==> src/design/servo_cmd_pkg.sv <==
// Constants for the servo command conditioning and brake sequencer.
// Assumes one 40 MHz clock; all settings arrive as plain ports.
package servo_cmd_pkg;
  // ********************************************
  // Widths and timing
  // ********************************************
  localparam int CMD_W          = 16;
  localparam int GAIN_W         = 16;
  localparam int GAIN_FRAC      = 8;
  localparam int TMR_W          = 16;
  localparam int CLK_HZ         = 40_000_000;
  localparam int TICK_US        = 1000;
  localparam int TICK_CYCLES    = (CLK_HZ / 1_000_000) * TICK_US;
  localparam logic [CMD_W-1:0] CMD_RESET = 16'h0000;
  localparam logic [TMR_W-1:0] TMR_RESET = 16'h0000;

  // ********************************************
  // Sequencer states
  // ********************************************
  typedef enum logic [1:0] {
    ST_RUN    = 2'b00,
    ST_DECEL  = 2'b01,
    ST_DELAY  = 2'b11,
    ST_OFF    = 2'b10
  } seq_state_t;
endpackage

==> src/design/servo_command_brake_sequencer.sv <==
// Servo command conditioning and brake/stop sequencer.
// Assumes the analog command arrives as a signed sample synchronous to clk.
`timescale 1ns/1ps
`default_nettype none
module servo_command_brake_sequencer #(
  parameter int TICK_CYCLES = servo_cmd_pkg::TICK_CYCLES
) (
  // Clock and reset
  input  wire logic                                     clk,
  input  wire logic                                     rst_n,
  // Analog command path
  input  wire logic signed [servo_cmd_pkg::CMD_W-1:0]   analog_cmd,
  input  wire logic signed [servo_cmd_pkg::CMD_W-1:0]   signal_offset,
  input  wire logic        [servo_cmd_pkg::CMD_W-1:0]   dead_band,
  input  wire logic        [servo_cmd_pkg::GAIN_W-1:0]  signal_gain,
  output logic signed      [servo_cmd_pkg::CMD_W-1:0]   current_cmd,
  // Velocity feedback
  input  wire logic signed [servo_cmd_pkg::CMD_W-1:0]   vel_raw,
  input  wire logic                                     tach_reverse,
  output logic signed      [servo_cmd_pkg::CMD_W-1:0]   vel_meas,
  // Mode and brake settings
  input  wire logic                                     drive_enable,
  input  wire logic                                     velocity_mode,
  input  wire logic                                     braking_enable,
  input  wire logic                                     brake_switch_polarity,
  input  wire logic        [servo_cmd_pkg::CMD_W-1:0]   brake_decel,
  input  wire logic        [servo_cmd_pkg::CMD_W-1:0]   zero_speed_window,
  input  wire logic        [servo_cmd_pkg::TMR_W-1:0]   max_decel_time,
  input  wire logic        [servo_cmd_pkg::TMR_W-1:0]   pwm_disable_delay,
  input  wire logic signed [servo_cmd_pkg::CMD_W-1:0]   vel_cmd_in,
  // Drive outputs
  output logic signed      [servo_cmd_pkg::CMD_W-1:0]   vel_cmd,
  output logic                                          pwm_enable,
  output logic                                          brake_engaged,
  output logic                                          brake_switch,
  output logic                                          decelerating
);
  import servo_cmd_pkg::*;

  // ********************************************
  // Command conditioning
  // ********************************************
  logic signed [CMD_W:0]          sum_w;
  logic signed [CMD_W-1:0]        off_w;
  logic        [CMD_W-1:0]        mag_w;
  logic signed [CMD_W-1:0]        db_w;
  logic signed [CMD_W+GAIN_W:0]   prod_w;
  logic signed [CMD_W+GAIN_W:0]   shf_w;
  logic signed [CMD_W-1:0]        scaled_w;
  localparam logic signed [CMD_W+GAIN_W:0] SMAX = 33'sh7FFF;
  localparam logic signed [CMD_W+GAIN_W:0] SMIN = -33'sh8000;

  assign sum_w  = CMD_W'(0) + {analog_cmd[CMD_W-1], analog_cmd}
                + {signal_offset[CMD_W-1], signal_offset};
  assign off_w  = (sum_w > 17'sh7FFF) ? 16'sh7FFF :
                  (sum_w < -17'sh8000) ? -16'sh8000 : sum_w[CMD_W-1:0];
  assign mag_w  = off_w[CMD_W-1] ? CMD_W'(-off_w) : off_w;
  assign db_w   = (mag_w < dead_band) ? 16'sh0000 : off_w;
  assign prod_w = (CMD_W+GAIN_W+1)'(db_w * $signed({1'b0, signal_gain}));
  assign shf_w  = prod_w >>> GAIN_FRAC;
  assign scaled_w = (shf_w > SMAX) ? 16'sh7FFF :
                    (shf_w < SMIN) ? -16'sh8000 : shf_w[CMD_W-1:0];

  always_ff @(posedge clk) begin
    if (!rst_n) begin
      current_cmd <= CMD_RESET;
      vel_meas    <= CMD_RESET;
    end else begin
      current_cmd <= pwm_enable ? scaled_w : CMD_RESET;
      vel_meas    <= tach_reverse ? CMD_W'(-vel_raw) : vel_raw;
    end
  end

  // ********************************************
  // Tick divider
  // ********************************************
  logic [31:0] div_reg;
  logic        tick_w;
  assign tick_w = (div_reg == 32'(TICK_CYCLES - 1));
  always_ff @(posedge clk) begin
    if (!rst_n || tick_w)
      div_reg <= 32'h00000000;
    else
      div_reg <= div_reg + 32'h00000001;
  end

  // ********************************************
  // Brake/stop sequencer
  // ********************************************
  seq_state_t        state_reg, state_next;
  logic [TMR_W-1:0]  tmr_reg;
  logic              disable_req_w, in_window_w, decel_done_w, delay_done_w;
  logic [CMD_W-1:0]  vmag_w;

  assign disable_req_w = !drive_enable;
  assign vmag_w        = vel_meas[CMD_W-1] ? CMD_W'(-vel_meas) : vel_meas;
  assign in_window_w   = (vmag_w <= zero_speed_window);
  assign decel_done_w  = (tmr_reg >= max_decel_time);
  assign delay_done_w  = (tmr_reg >= pwm_disable_delay);

  always_comb begin
    state_next = state_reg;
    case (state_reg)
      ST_RUN: begin
        if (disable_req_w) begin
          if (!braking_enable || !velocity_mode)
            state_next = ST_OFF;
          else if (max_decel_time == TMR_RESET)
            state_next = ST_DELAY;
          else
            state_next = ST_DECEL;
        end
      end
      ST_DECEL: begin
        if (drive_enable)
          state_next = ST_RUN;
        else if (in_window_w || decel_done_w)
          state_next = ST_DELAY;
      end
      ST_DELAY: begin
        if (drive_enable)
          state_next = ST_RUN;
        else if (delay_done_w)
          state_next = ST_OFF;
      end
      ST_OFF: begin
        if (drive_enable)
          state_next = ST_RUN;
      end
      default: state_next = ST_OFF;
    endcase
  end

  always_ff @(posedge clk) begin
    if (!rst_n) begin
      state_reg <= ST_OFF;
      tmr_reg   <= TMR_RESET;
    end else begin
      state_reg <= state_next;
      if (state_next != state_reg || drive_enable)
        tmr_reg <= TMR_RESET;
      else if (tick_w && tmr_reg != {TMR_W{1'b1}})
        tmr_reg <= tmr_reg + TMR_W'(1);
    end
  end

  // Velocity command ramp toward zero during deceleration
  logic signed [CMD_W:0] ramp_w;
  assign ramp_w = vel_cmd[CMD_W-1] ? (CMD_W+1)'(vel_cmd + $signed({1'b0, brake_decel}))
                                   : (CMD_W+1)'(vel_cmd - $signed({1'b0, brake_decel}));
  always_ff @(posedge clk) begin
    if (!rst_n)
      vel_cmd <= CMD_RESET;
    else if (state_reg == ST_RUN)
      vel_cmd <= vel_cmd_in;
    else if (state_reg == ST_DECEL && tick_w) begin
      if (vel_cmd[CMD_W-1] ? ramp_w >= 0 : ramp_w <= 0)
        vel_cmd <= CMD_RESET;
      else
        vel_cmd <= ramp_w[CMD_W-1:0];
    end else if (state_reg != ST_DECEL)
      vel_cmd <= CMD_RESET;
  end

  // ********************************************
  // Outputs
  // ********************************************
  // Velocity stop with braking enabled keeps power on through the disable cycle
  logic run_hold_w;
  logic powered_run_w;
  assign run_hold_w    = drive_enable || (velocity_mode && braking_enable);
  assign powered_run_w = (state_reg == ST_RUN && run_hold_w) || (state_reg == ST_DECEL);
  assign decelerating  = (state_reg == ST_DECEL);
  assign pwm_enable    = powered_run_w || (state_reg == ST_DELAY);
  assign brake_engaged = braking_enable && !powered_run_w;
  assign brake_switch  = brake_switch_polarity ? brake_engaged : !brake_engaged;

  // ********************************************
  // Checks
  // ********************************************
  property p_cur_brake;
    @(posedge clk) disable iff (!rst_n)
      (state_reg == ST_RUN && !drive_enable && braking_enable && !velocity_mode)
        |-> (!pwm_enable && brake_engaged);
  endproperty
  a_cur_brake: assert property (p_cur_brake) else $error("brake not immediate");

  property p_seq_hold;
    @(posedge clk) disable iff (!rst_n)
      (state_reg == ST_RUN && !drive_enable && velocity_mode && braking_enable)
        |-> (pwm_enable && !brake_engaged);
  endproperty
  a_seq_hold: assert property (p_seq_hold) else $error("power dropped at stop start");

  property p_seq_start;
    @(posedge clk) disable iff (!rst_n)
      (state_reg == ST_RUN && !drive_enable && velocity_mode && braking_enable
       && max_decel_time != 16'h0000) |=> decelerating;
  endproperty
  a_seq_start: assert property (p_seq_start) else $error("no decel start");

  property p_zero_decel;
    @(posedge clk) disable iff (!rst_n)
      (state_reg == ST_RUN && !drive_enable && velocity_mode && braking_enable
       && max_decel_time == 16'h0000) |=> (brake_engaged && !decelerating);
  endproperty
  a_zero_decel: assert property (p_zero_decel) else $error("decel phase ran");

  property p_win;
    @(posedge clk) disable iff (!rst_n)
      (decelerating && !drive_enable && in_window_w) |=> (brake_engaged && pwm_enable);
  endproperty
  a_win: assert property (p_win) else $error("window missed");

  property p_delay;
    @(posedge clk) disable iff (!rst_n)
      (state_reg == ST_DELAY && !drive_enable && delay_done_w) |=> !pwm_enable;
  endproperty
  a_delay: assert property (p_delay) else $error("pwm not off");

  property p_pol;
    @(posedge clk) disable iff (!rst_n)
      brake_engaged |-> (brake_switch == brake_switch_polarity);
  endproperty
  a_pol: assert property (p_pol) else $error("brake polarity");

  property p_tach;
    @(posedge clk) disable iff (!rst_n)
      tach_reverse |=> (vel_meas == CMD_W'(-$past(vel_raw)));
  endproperty
  a_tach: assert property (p_tach) else $error("tach sign");

  property p_db;
    @(posedge clk) disable iff (!rst_n)
      (mag_w < dead_band) |=> (current_cmd == 16'sh0000);
  endproperty
  a_db: assert property (p_db) else $error("dead band leak");

  property p_clr;
    @(posedge clk) disable iff (!rst_n)
      drive_enable |=> (tmr_reg == 16'h0000);
  endproperty
  a_clr: assert property (p_clr) else $error("timer not cleared");

  property p_gain;
    @(posedge clk) disable iff (!rst_n)
      pwm_enable |=> (current_cmd == $past(scaled_w));
  endproperty
  a_gain: assert property (p_gain) else $error("gain path");
endmodule // servo_command_brake_sequencer
`default_nettype wire

==> config.mk <==
export PLATFORM = sky130hd
export DESIGN_NAME = servo_command_brake_sequencer
export DESIGN_NICKNAME = d
export VERILOG_FILES = /design/src/design/servo_cmd_pkg.sv /design/src/design/servo_command_brake_sequencer.sv
export SDC_FILE = /design/constraint.sdc
export NUM_CORES = 1
export LEC_CHECK = 0
export BUFFER_PORTS_ARGS = -buffer_cell sky130_fd_sc_hd__buf_2
export CORE_AREA = 3 3 216 218
export CTS_BUF_LIST = sky130_fd_sc_hd__clkbuf_8
export DETAILED_ROUTE_END_ITERATION = 10
export DIE_AREA = 0 0 219 221
export PLACE_DENSITY = 0.57
export SETUP_SLACK_MARGIN = 0.15
export SKIP_CTS_REPAIR_TIMING = 1
export SYNTH_ARGS = -nofsm -noshare
export SYNTH_HDL_FRONTEND = slang
export SYNTH_SLANG_ARGS = --single-unit
==> constraint.sdc <==
create_clock -name clk -period 11.1 [get_ports clk]
set_input_delay 0.555 -clock clk [delete_from_list [all_inputs] [get_ports clk]]
set_output_delay 0.555 -clock clk [all_outputs]
set_load 0.03 [all_outputs]
---- Word level (Yosys, flattened, before mapping) ----
Cells that the tools add are included.
storage, ports and cells
  register bits ........................... 98
  bits of input ports ..................... 167
  output and inout port bits .............. 52
  word-level logic and storage cells ...... 82
cells by class
  add/subtract/negate cells ............... 8
  multipliers ............................. 1
  $lt $le $gt $ge ......................... 10
  equal/unequal tests ..................... 7
  multiplexer cells ....................... 24
  bitwise gates (word level) .............. 2
  reductions and logical operators ........ 23
operators by type and width
  kind                                                             count
  2-to-1 mux 16 bit                                                11
  negator 16 bit                                                   3
  multiplier 16 x 17 -> 33 bit                                     1
  adder 32 x 1 -> 32 bit, second input constant                    1
  equality test 32 x 16 -> 1 bit, second input constant            1
  >= comparator 16 bit                                             2
  greater-than comparator 25 x 16 -> 1 bit, second input constant  1
  < comparator 25 x 16 -> 1 bit, second input constant             1
  adder 16 x 16 -> 17 bit                                          1
  adder 16 x 17 -> 17 bit                                          1
  >= comparator 17 x 1 -> 1 bit, second input constant             1
  greater-than comparator 17 x 16 -> 1 bit, second input constant  1
  <= comparator 17 x 1 -> 1 bit, second input constant             1
  < comparator 17 x 16 -> 1 bit, second input constant             1
  2-to-1 mux 17 bit                                                1
  subtractor 16 x 17 -> 17 bit                                     1
  adder 16 x 1 -> 16 bit, second input constant                    1
  <= comparator 16 bit                                             1
  zero test 16 bit                                                 1
  < comparator 16 bit                                              1
  2-to-1 mux 2 bit                                                 8
  != test 16 bit, second input constant                            1
  2-to-1 mux 15 bit                                                1
  one-hot mux 2 bit (4 select lines)                               1
  other kinds (14)                                                 31

---- Longest topological paths before layout ----
Gate-level depths: netlist of run 1.
  word-level depth ........................ 12
  depth in mapped cells ................... 53
  gate-level depth less buffers ........... 49

---- Worst setup path after synthesis of run 1 ----
OpenSTA, ideal clock, no wires.
  path type ............................... in2reg
  start ................................... input port analog_cmd[0] in the netlist's numbering
  end ..................................... register current_cmd[12] in the netlist's numbering
  setup time .............................. 0.128 ns
  arrival ................................. 12.122 ns
  data required time ...................... 10.972 ns
  path slack .............................. -1.150 ns
  stages on the path ...................... 47
  path buffers ............................ 4
  cell sequence ........................... ha_1 inv_1 fa_1 nor2b_1 o31a_1 o41ai_2 nand2b_1 a21oi_1 maj3_1 or3_1 a211o_1 nor3_1 xnor2_1 a22oi_1 ha_1 a21oi_1 o21a_1 o21ai_1 [... 11 more ...] fa_1 fa_1 inv_1 fa_1 inv_1 ha_1 clkbuf_1 nand4_1 or4_1 nand2b_1 o32a_1 o211ai_2 a311oi_1 a211o_1 nor2b_1 a21oi_2 buf_4 a21oi_1
between the ends
  longest elaborated chain between the ends .. 12
  elaborated cells on any way between the ends .. 14
  classes of those cells .................. add/sub: 2; mul: 1; order compare: 5; mux: 6
ends and longest elaborated chain
  element                         line                                 source
  start, declared                 servo_command_brake_sequencer.sv:12  input wire logic signed [servo_cmd_pkg::CMD_W-1:0] analog_cmd,
  adder 16 x 16 -> 17 bit *       servo_command_brake_sequencer.sv:54  + {signal_offset[CMD_W-1], signal_offset};
  < comparator 17 x 16 -> 1 bit   servo_command_brake_sequencer.sv:56  (sum_w < -17'sh8000) ? -16'sh8000 : sum_w[CMD_W-1:0];
  2-to-1 mux 16 bit               servo_command_brake_sequencer.sv:56
  2-to-1 mux 16 bit *             servo_command_brake_sequencer.sv:55  assign off_w = (sum_w > 17'sh7FFF) ? 16'sh7FFF :
  negator 16 bit                  servo_command_brake_sequencer.sv:57  assign mag_w = off_w[CMD_W-1] ? CMD_W'(-off_w) : off_w;
  2-to-1 mux 16 bit               servo_command_brake_sequencer.sv:57
  < comparator 16 bit             servo_command_brake_sequencer.sv:58  assign db_w = (mag_w < dead_band) ? 16'sh0000 : off_w;
  2-to-1 mux 16 bit *             servo_command_brake_sequencer.sv:58
  multiplier 16 x 17 -> 33 bit *  servo_command_brake_sequencer.sv:59  assign prod_w = (CMD_W+GAIN_W+1)'(db_w * $signed({1'b0, signal_gain}));
  < comparator 25 x 16 -> 1 bit   servo_command_brake_sequencer.sv:62  (shf_w < SMIN) ? -16'sh8000 : shf_w[CMD_W-1:0];
  2-to-1 mux 16 bit               servo_command_brake_sequencer.sv:62
  2-to-1 mux 15 bit *             servo_command_brake_sequencer.sv:61  assign scaled_w = (shf_w > SMAX) ? 16'sh7FFF :
  end signal, assigned            servo_command_brake_sequencer.sv:69  current_cmd <= pwm_enable ? scaled_w : CMD_RESET;
  end, declared                   servo_command_brake_sequencer.sv:16  output logic signed [servo_cmd_pkg::CMD_W-1:0] current_cmd,
Mark *: on every way between the ends. The rest lies on a longest branch, timed or not.
A chain may end at the register's enable or synchronous reset.

---- Worst setup path in the final report of run 1 ----
  start ................................... input port analog_cmd[15] in the netlist's numbering
  end ..................................... register current_cmd[6] in the netlist's numbering
Same word-level chain as after synthesis.

==> results.toml, run 1 <==
[cells_and_area]
n_antenna_cell = 0
post-route-util_pct = 49.4
stdcell_area_mm2 = 0.0223
largest_register_ff_count = 32
syn2layout_area_growth_pct = 24.0
instances_no_fill = 3185
fill_cells = 4436
drive_gt1_share_pct = 24.3
nNetsFinal = 3162

[worst_hold_path]
hold_start = "vel_raw[0]"
min_to = "vel_meas[0]"
whs_path_depth = 2
hold_path_class = "input port to flop"

[clock_network]
numCtsBuffers = 9
ctsLongestPathBuffers = 2
cts_tree = "built"
htree_levels = 3
clk_pin_slew_ns = 0.09
clkLatencyLatePin_ns = 0.39
cts_num_sinks = 98
cts_root_buffer = "clkbuf_8"

[detailed_routing]
routed_wl_mm = 54.1
detail-route-antenna-nets = 0
drc = 0
num_vias = 16500
drt-initial-drc-count = 833
drtPass1Iterations = 5
wire_per_inst_um = 17.0
vias_per_cell = 5.18

[synth]
ys_seq_area_share_pct = 10.9
async_flop_share_pct = 0
synth_edf_count = 0
avgSynthCellArea_um2 = 8.13
synth_top_flop_cell = "dfxtp_1"
synthDistinctLibCells = 81
syn_inst = 2210
syn_nets = 2791
ys_ff_latch = 98
synth_most_common_cell = "inv_1"
synth_common_cells = "inv_1 (348), nand2_1 (224), ha_1 (219)"
synth_area_mm2 = 0.0180
synth_area_leaders = "fa_1 (22%), ha_1 (15%), dfxtp_1 (11%)"
synth_top_area_cell = "fa_1"
synth_top_area_share_pct = 21.7
ys_warn_count = 0

[timing]
whs_ns = 0.415
relSlewSlack_pct = 32.1
setup_viol_count_final = 15
worstMarginPinSlew_ns = 1.02
fin_skew_ns = 0.0152
post-route-period-util_pct = 101
fmax_ghz = 0.0892
rsz0062_at_grt = "yes"
final-hold-violation-count = 0
slew_viol_final = 0
min_period_ns = 11.21
final.setup.worst_slack_ns = -0.113

[global_route]
overflow = 0
grt_use_total_pct = 22.3
grt_pass1_wl_mm = 87.8
grt_antenna_before_repair = 2
grt_pass1_vias = 17100
grt_max_degree = 39

[placed_design]
io_buffers = 218
place_inst = 3157
gp_congestion = 0.902
hpwl_mm = 44.6
place_area_mm2 = 0.0215

[power]
seqPwrFrac_pct = 5.5
power_density_mw_per_mm2 = 310
p_int_mw = 3.29
total_power_mw = 6.91
ir_drop_uv = 423
combPwrFrac_pct = 91.0
power.share.clock_pct = 3.4
p_switching_mw = 3.62
swShare_pct = 52.4
leakage_nw = 11.4

[die]
die_area_mm2 = 0.0484
core_area_mm2 = 0.0451
fp.dieH_um = 221
io_pins = 219
die_w_um = 219
row_count = 78
initial_core_util_pct = 39.8

[worst_setup_path]
crit_fanout = 8
r2r_slack_ns = 6.46
reg2reg_to = "tmr_reg[1]"
rr_worst_depth = 17
worst_setup_path_end_kind = "flop"
timing.rr.start = "vel_meas[6]"
slowest_stage = "fa_1"
critical_path_required_ns = 11.38
crit_path_frequent_cell = "fa_1"
slowest_delay_ns = 0.56
crit_type = "input port to flop"
cp-start-kind = "input port"
arrival_ns = 11.49

[run]
drv_cap = 0

[status]
violations = "setup timing"
status = "finished, violations left"
-- per-layer routing --
metal  wire, um  up-vias  track usage [%]
met4       1340        0             5.77
met2      25800      382             37.6
met1      24800     7974             30.5
li1           -     8049                -
met5          0        -                0
met3       2180       80             2.33
-- layout by cell type (no fill, tap or decap), types with 36 or more instances in the layout --
cell type	n
inv_1	334
nand2_1	220
buf_2	216
ha_1	203
buf_4	203
fa_1	182
nor2_1	104
and2_1	104
dfxtp_1	98
a21oi_1	97
xnor2_1	73
xor2_1	66
a21o_1	64
o21ai_0	57
nand3_1	44
and3_1	36
-- critical path, delay by kind of cell --
| family | cells | cell delay, ns |
|---|---|---|
| simple gates | 12 | 3.01 |
| xor+xnor | 1 | 0.15 |
| buf+inv | 8 | 0.99 |
| compound gates | 15 | 2.82 |
| fa+ha+maj | 9 | 3.93 |
-- logic make-up (layout without fill, tap and decap cells) --
family	Yosys count	after routing	synth area share, %
xor+xnor	139	139	6.78
flops	98	98	10.9
fa+ha+maj	420	420	37.3
compound gates	400	400	15.4
simple gates	714	715	20.0
mux	10	10	0.578
buf+inv	429	803	9.04
-- how the worst max path moves through the flow --
stage / from / slack (ns) / cells past startpoint / end
after floorplan: analog_cmd[0] / -0.07 / 49 / current_cmd[2]
after global placement: analog_cmd[0] / -0.46 / 47 / current_cmd[12]
after detailed placement: analog_cmd[0] / -0.55 / 47 / current_cmd[1]
after CTS: analog_cmd[0] / -0.17 / 48 / current_cmd[1]
after global routing: analog_cmd[0] / -0.45 / 52 / current_cmd[3]
final: analog_cmd[15] / -0.11 / 45 / current_cmd[6]
-- final cells by class --
type                    count  area [um2]  share of cell area [%]
multi-input cells        1684       15100                    67.7
inverters                 349        1310                    5.89
flip-flops and latches     98        1960                    8.81
repair buffers            439        2970                    13.3
clock buffers              10         138                   0.618
well taps                 600         751                    3.37
clock inverters             5        56.3                   0.253
-- stage by stage --
step	setup TNS, ns	worst slack [ns]
after floorplan	-0.697	-0.0712
after global placement	-6.90	-0.462
after detailed placement	-7.76	-0.548
after CTS	-1.71	-0.167
after global routing	-6.52	-0.449
final	-1.52	-0.113
-- power by group through the flow --
stage               registers, mW  logic (mW)  clock network (mW)
floorplan                   0.422        3.59                   0
global placement            0.392        5.67                   0
detailed placement          0.390        5.70                   0
CTS                         0.383        5.77               0.249
global route                0.386        6.91               0.259
finish                      0.383        6.29               0.236
(Power assumes the default switching activity.)
==> inputs of run 2 (changes only) <==
- ABC_AREA: not set -> 1
- CORE_AREA: 3 3 216 218 -> 3 3 214 216
- DIE_AREA: 0 0 219 221 -> 0 0 217 219
==> run 2 against run 1 <==
The flow now finishes without violations. First-iteration DRC count grew 25%. Worst hold slack lost 0.039 ns. Critical path depth grew 21. Synthesized cell count grew 13%. Sequential share of layout area grew 0.85 points. Cell count grew 4.4%. Cell area shrank 8.8%. Register-to-register slack lost 0.39 ns. Highest routed layer unchanged.
==> results.toml, run 2 <==
[synth]
syn_nets = 3068
yosys.area_share.simple_pct = 22.9
synth_compound_area_share_pct = 10.1
synth_common_cells = "inv_1 (561), nand2_1 (454), nor2_1 (275)"
ys_seq_area_share_pct = 11.1
avgSynthCellArea_um2 = 7.08
synth_top_area_share_pct = 22.2
synth-xor-area-share_pct = 4.87
async_flop_share_pct = 0
synth_top_flop_cell = "dfxtp_1"
synthAdderAreaFrac_pct = 37.7
synth_edf_count = 0
synth_area_leaders = "fa_1 (22%), ha_1 (16%), inv_1 (12%)"
ys_ff_latch = 98
synthDistinctLibCells = 52
synth_top_family_by_area = "adder cells"
ys_warn_count = 0
synth_area_mm2 = 0.0176
synth_top_area_cell = "fa_1"
synth_most_common_cell = "inv_1"
syn_inst = 2487
synth_mux_area_share_pct = 0

[power]
leakage_nw = 10.8
ir_drop_uv = 354
power_density_mw_per_mm2 = 275

[placed_design]
gp_congestion = 0.968
io_buffers = 218
hpwl_mm = 44.4
place_area_mm2 = 0.0195

[global_route]
grt_antenna_before_repair = 0
grt_max_degree = 30
grt_pass1_wl_mm = 84.1
grt_use_total_pct = 21.9
overflow = 0
grt_pass1_vias = 16700

[worst_setup_path]
r2r_slack_ns = 6.07
reg2reg_to = "vel_cmd[11]"
timing.rr.start = "vel_cmd[15]"
worst_setup_path_end_kind = "flop"
crit_type = "input port to flop"
crit_fanout = 10
cp-start-kind = "input port"
crit_path_frequent_cell = "nand2_1"
slowest_stage = "fa_1"
rr_worst_depth = 20
arrival_ns = 10.70
slowest_delay_ns = 0.58
critical_path_required_ns = 11.40

[clock_network]
cts_root_buffer = "clkbuf_8"
numCtsBuffers = 9
cts_num_sinks = 98
clkLatencyLatePin_ns = 0.38
htree_levels = 3
cts_tree = "built"
clk_pin_slew_ns = 0.10
ctsLongestPathBuffers = 2

[detailed_routing]
num_vias = 16700
drtPass1Iterations = 5
routed_wl_mm = 52.8
detail-route-antenna-nets = 0
vias_per_cell = 5.03
drc = 0
drt-initial-drc-count = 1041
wire_per_inst_um = 15.9

[timing]
tns_ns = 0
min_period_ns = 10.39
rsz0062_at_grt = "no"
final-hold-violation-count = 0
fin_skew_ns = 0.0153
slew_viol_final = 0
worstMarginPinSlew_ns = 1.33
fmax_ghz = 0.0962
relSlewSlack_pct = 11.0
whs_ns = 0.376
setup_viol_count_final = 0
post-route-period-util_pct = 93.6

[cells_and_area]
multi_input_area_mm2 = 0.0137
syn2layout_area_growth_pct = 15.3
fill_cells = 4625
largest_register_ff_count = 32
seq_area_mm2 = 0.00196
nNetsFinal = 3309
final_common_cell = "inv_1"
stdcell_area_mm2 = 0.0203
n_antenna_cell = 0
layout_common_cells = "inv_1 (557), nand2_1 (440), nor2_1 (258)"
drive_gt1_share_pct = 15.0
post-route-util_pct = 46.0

[die]
row_count = 77
die_area_mm2 = 0.0475
fp.dieH_um = 219
io_pins = 219
core_area_mm2 = 0.0441
die_w_um = 217
initial_core_util_pct = 39.9

[worst_hold_path]
hold_start = "vel_raw[14]"
hold_path_class = "input port to flop"
min_to = "vel_meas[14]"
whs_path_depth = 2

[run]
drv_cap = 0

[status]
status = "completed"
[run 2: cell types whose count changed in the layout (fill, tap and decap cells not counted), moves of 24 or more]
cell and delta:
a21o_1 -62, inv_1 +223, and2_1 -104, nor2_1 +154
a21oi_1 +55, nor3_1 +24, and3_1 -31, nand2_1 +220
nand2b_1 -34, xnor2_1 -41, buf_4 -157
[run 2: cell families after synthesis]
kind of cell | count (synthesis)
AO/OA/AOI/OAI | 312
XOR/XNOR | 98
adder cells (fa/ha/maj) | 414
buffers and inverters | 620
flip-flops | 98
AND/OR/NAND/NOR | 945
[run 2: worst max-delay path by stage]
| stage | start | to | slack (ns) |
|---|---|---|---|
| after detailed placement | analog_cmd[0] | current_cmd[13] | -0.14 |
| after global routing | analog_cmd[0] | current_cmd[13] | 0.03 |
| after CTS | analog_cmd[0] | current_cmd[13] | 0.27 |
| final | analog_cmd[0] | current_cmd[13] | 0.71 |
| after global placement | analog_cmd[0] | current_cmd[0] | 0.04 |
| after floorplan | analog_cmd[0] | current_cmd[10] | 0.60 |
[run 2: final cells by class]
type                            instances  area share [%]
Clock inverter                          6           0.277
Multi-Input combinational cell       1771            67.3
Sequential cell                        98            9.66
Inverter                              572            10.7
Clock buffer                           10           0.678
Timing Repair Buffer                  276            7.74
Tap cell                              592            3.65
[run 2: where the power goes]
| part | internal [mW] | switching [mW] |
|---|---|---|
| Sequential | 0.377 | 0.0142 |
| Combinational | 1.89 | 3.06 |
| Clock | 0.0925 | 0.143 |
| Total | 2.36 | 3.22 |
[run 2: per-stage QoR]
stage,instances,worst slack [ns],power [mW]
floorplan,2487,0.599,3.66
global placement,3281,0.0449,4.87
detailed placement,3281,-0.144,4.88
CTS,3297,0.272,5.16
global route,3325,0.0278,6.30
finish,3325,0.709,5.58
[run 2: worst max-delay path, delay by kind of cell]
family | cells | cell delay [ns]
adders and majority gates | 11 | 4.31
AOI/OAI and AO/OA | 2 | 0.41
buffers and inverters | 14 | 1.24
xor gates and xnor gates | 1 | 0.15
and+or+nand+nor | 38 | 4.02
[run 2: metal layers]
layer	part of all wire, %	up-vias	GRT usage, %
met5	0	-	0
met4	2.0	0	4.61
met3	5.4	66	2.58
met2	48	439	37.5
met1	45	7997	29.9
li1	-	8211	-
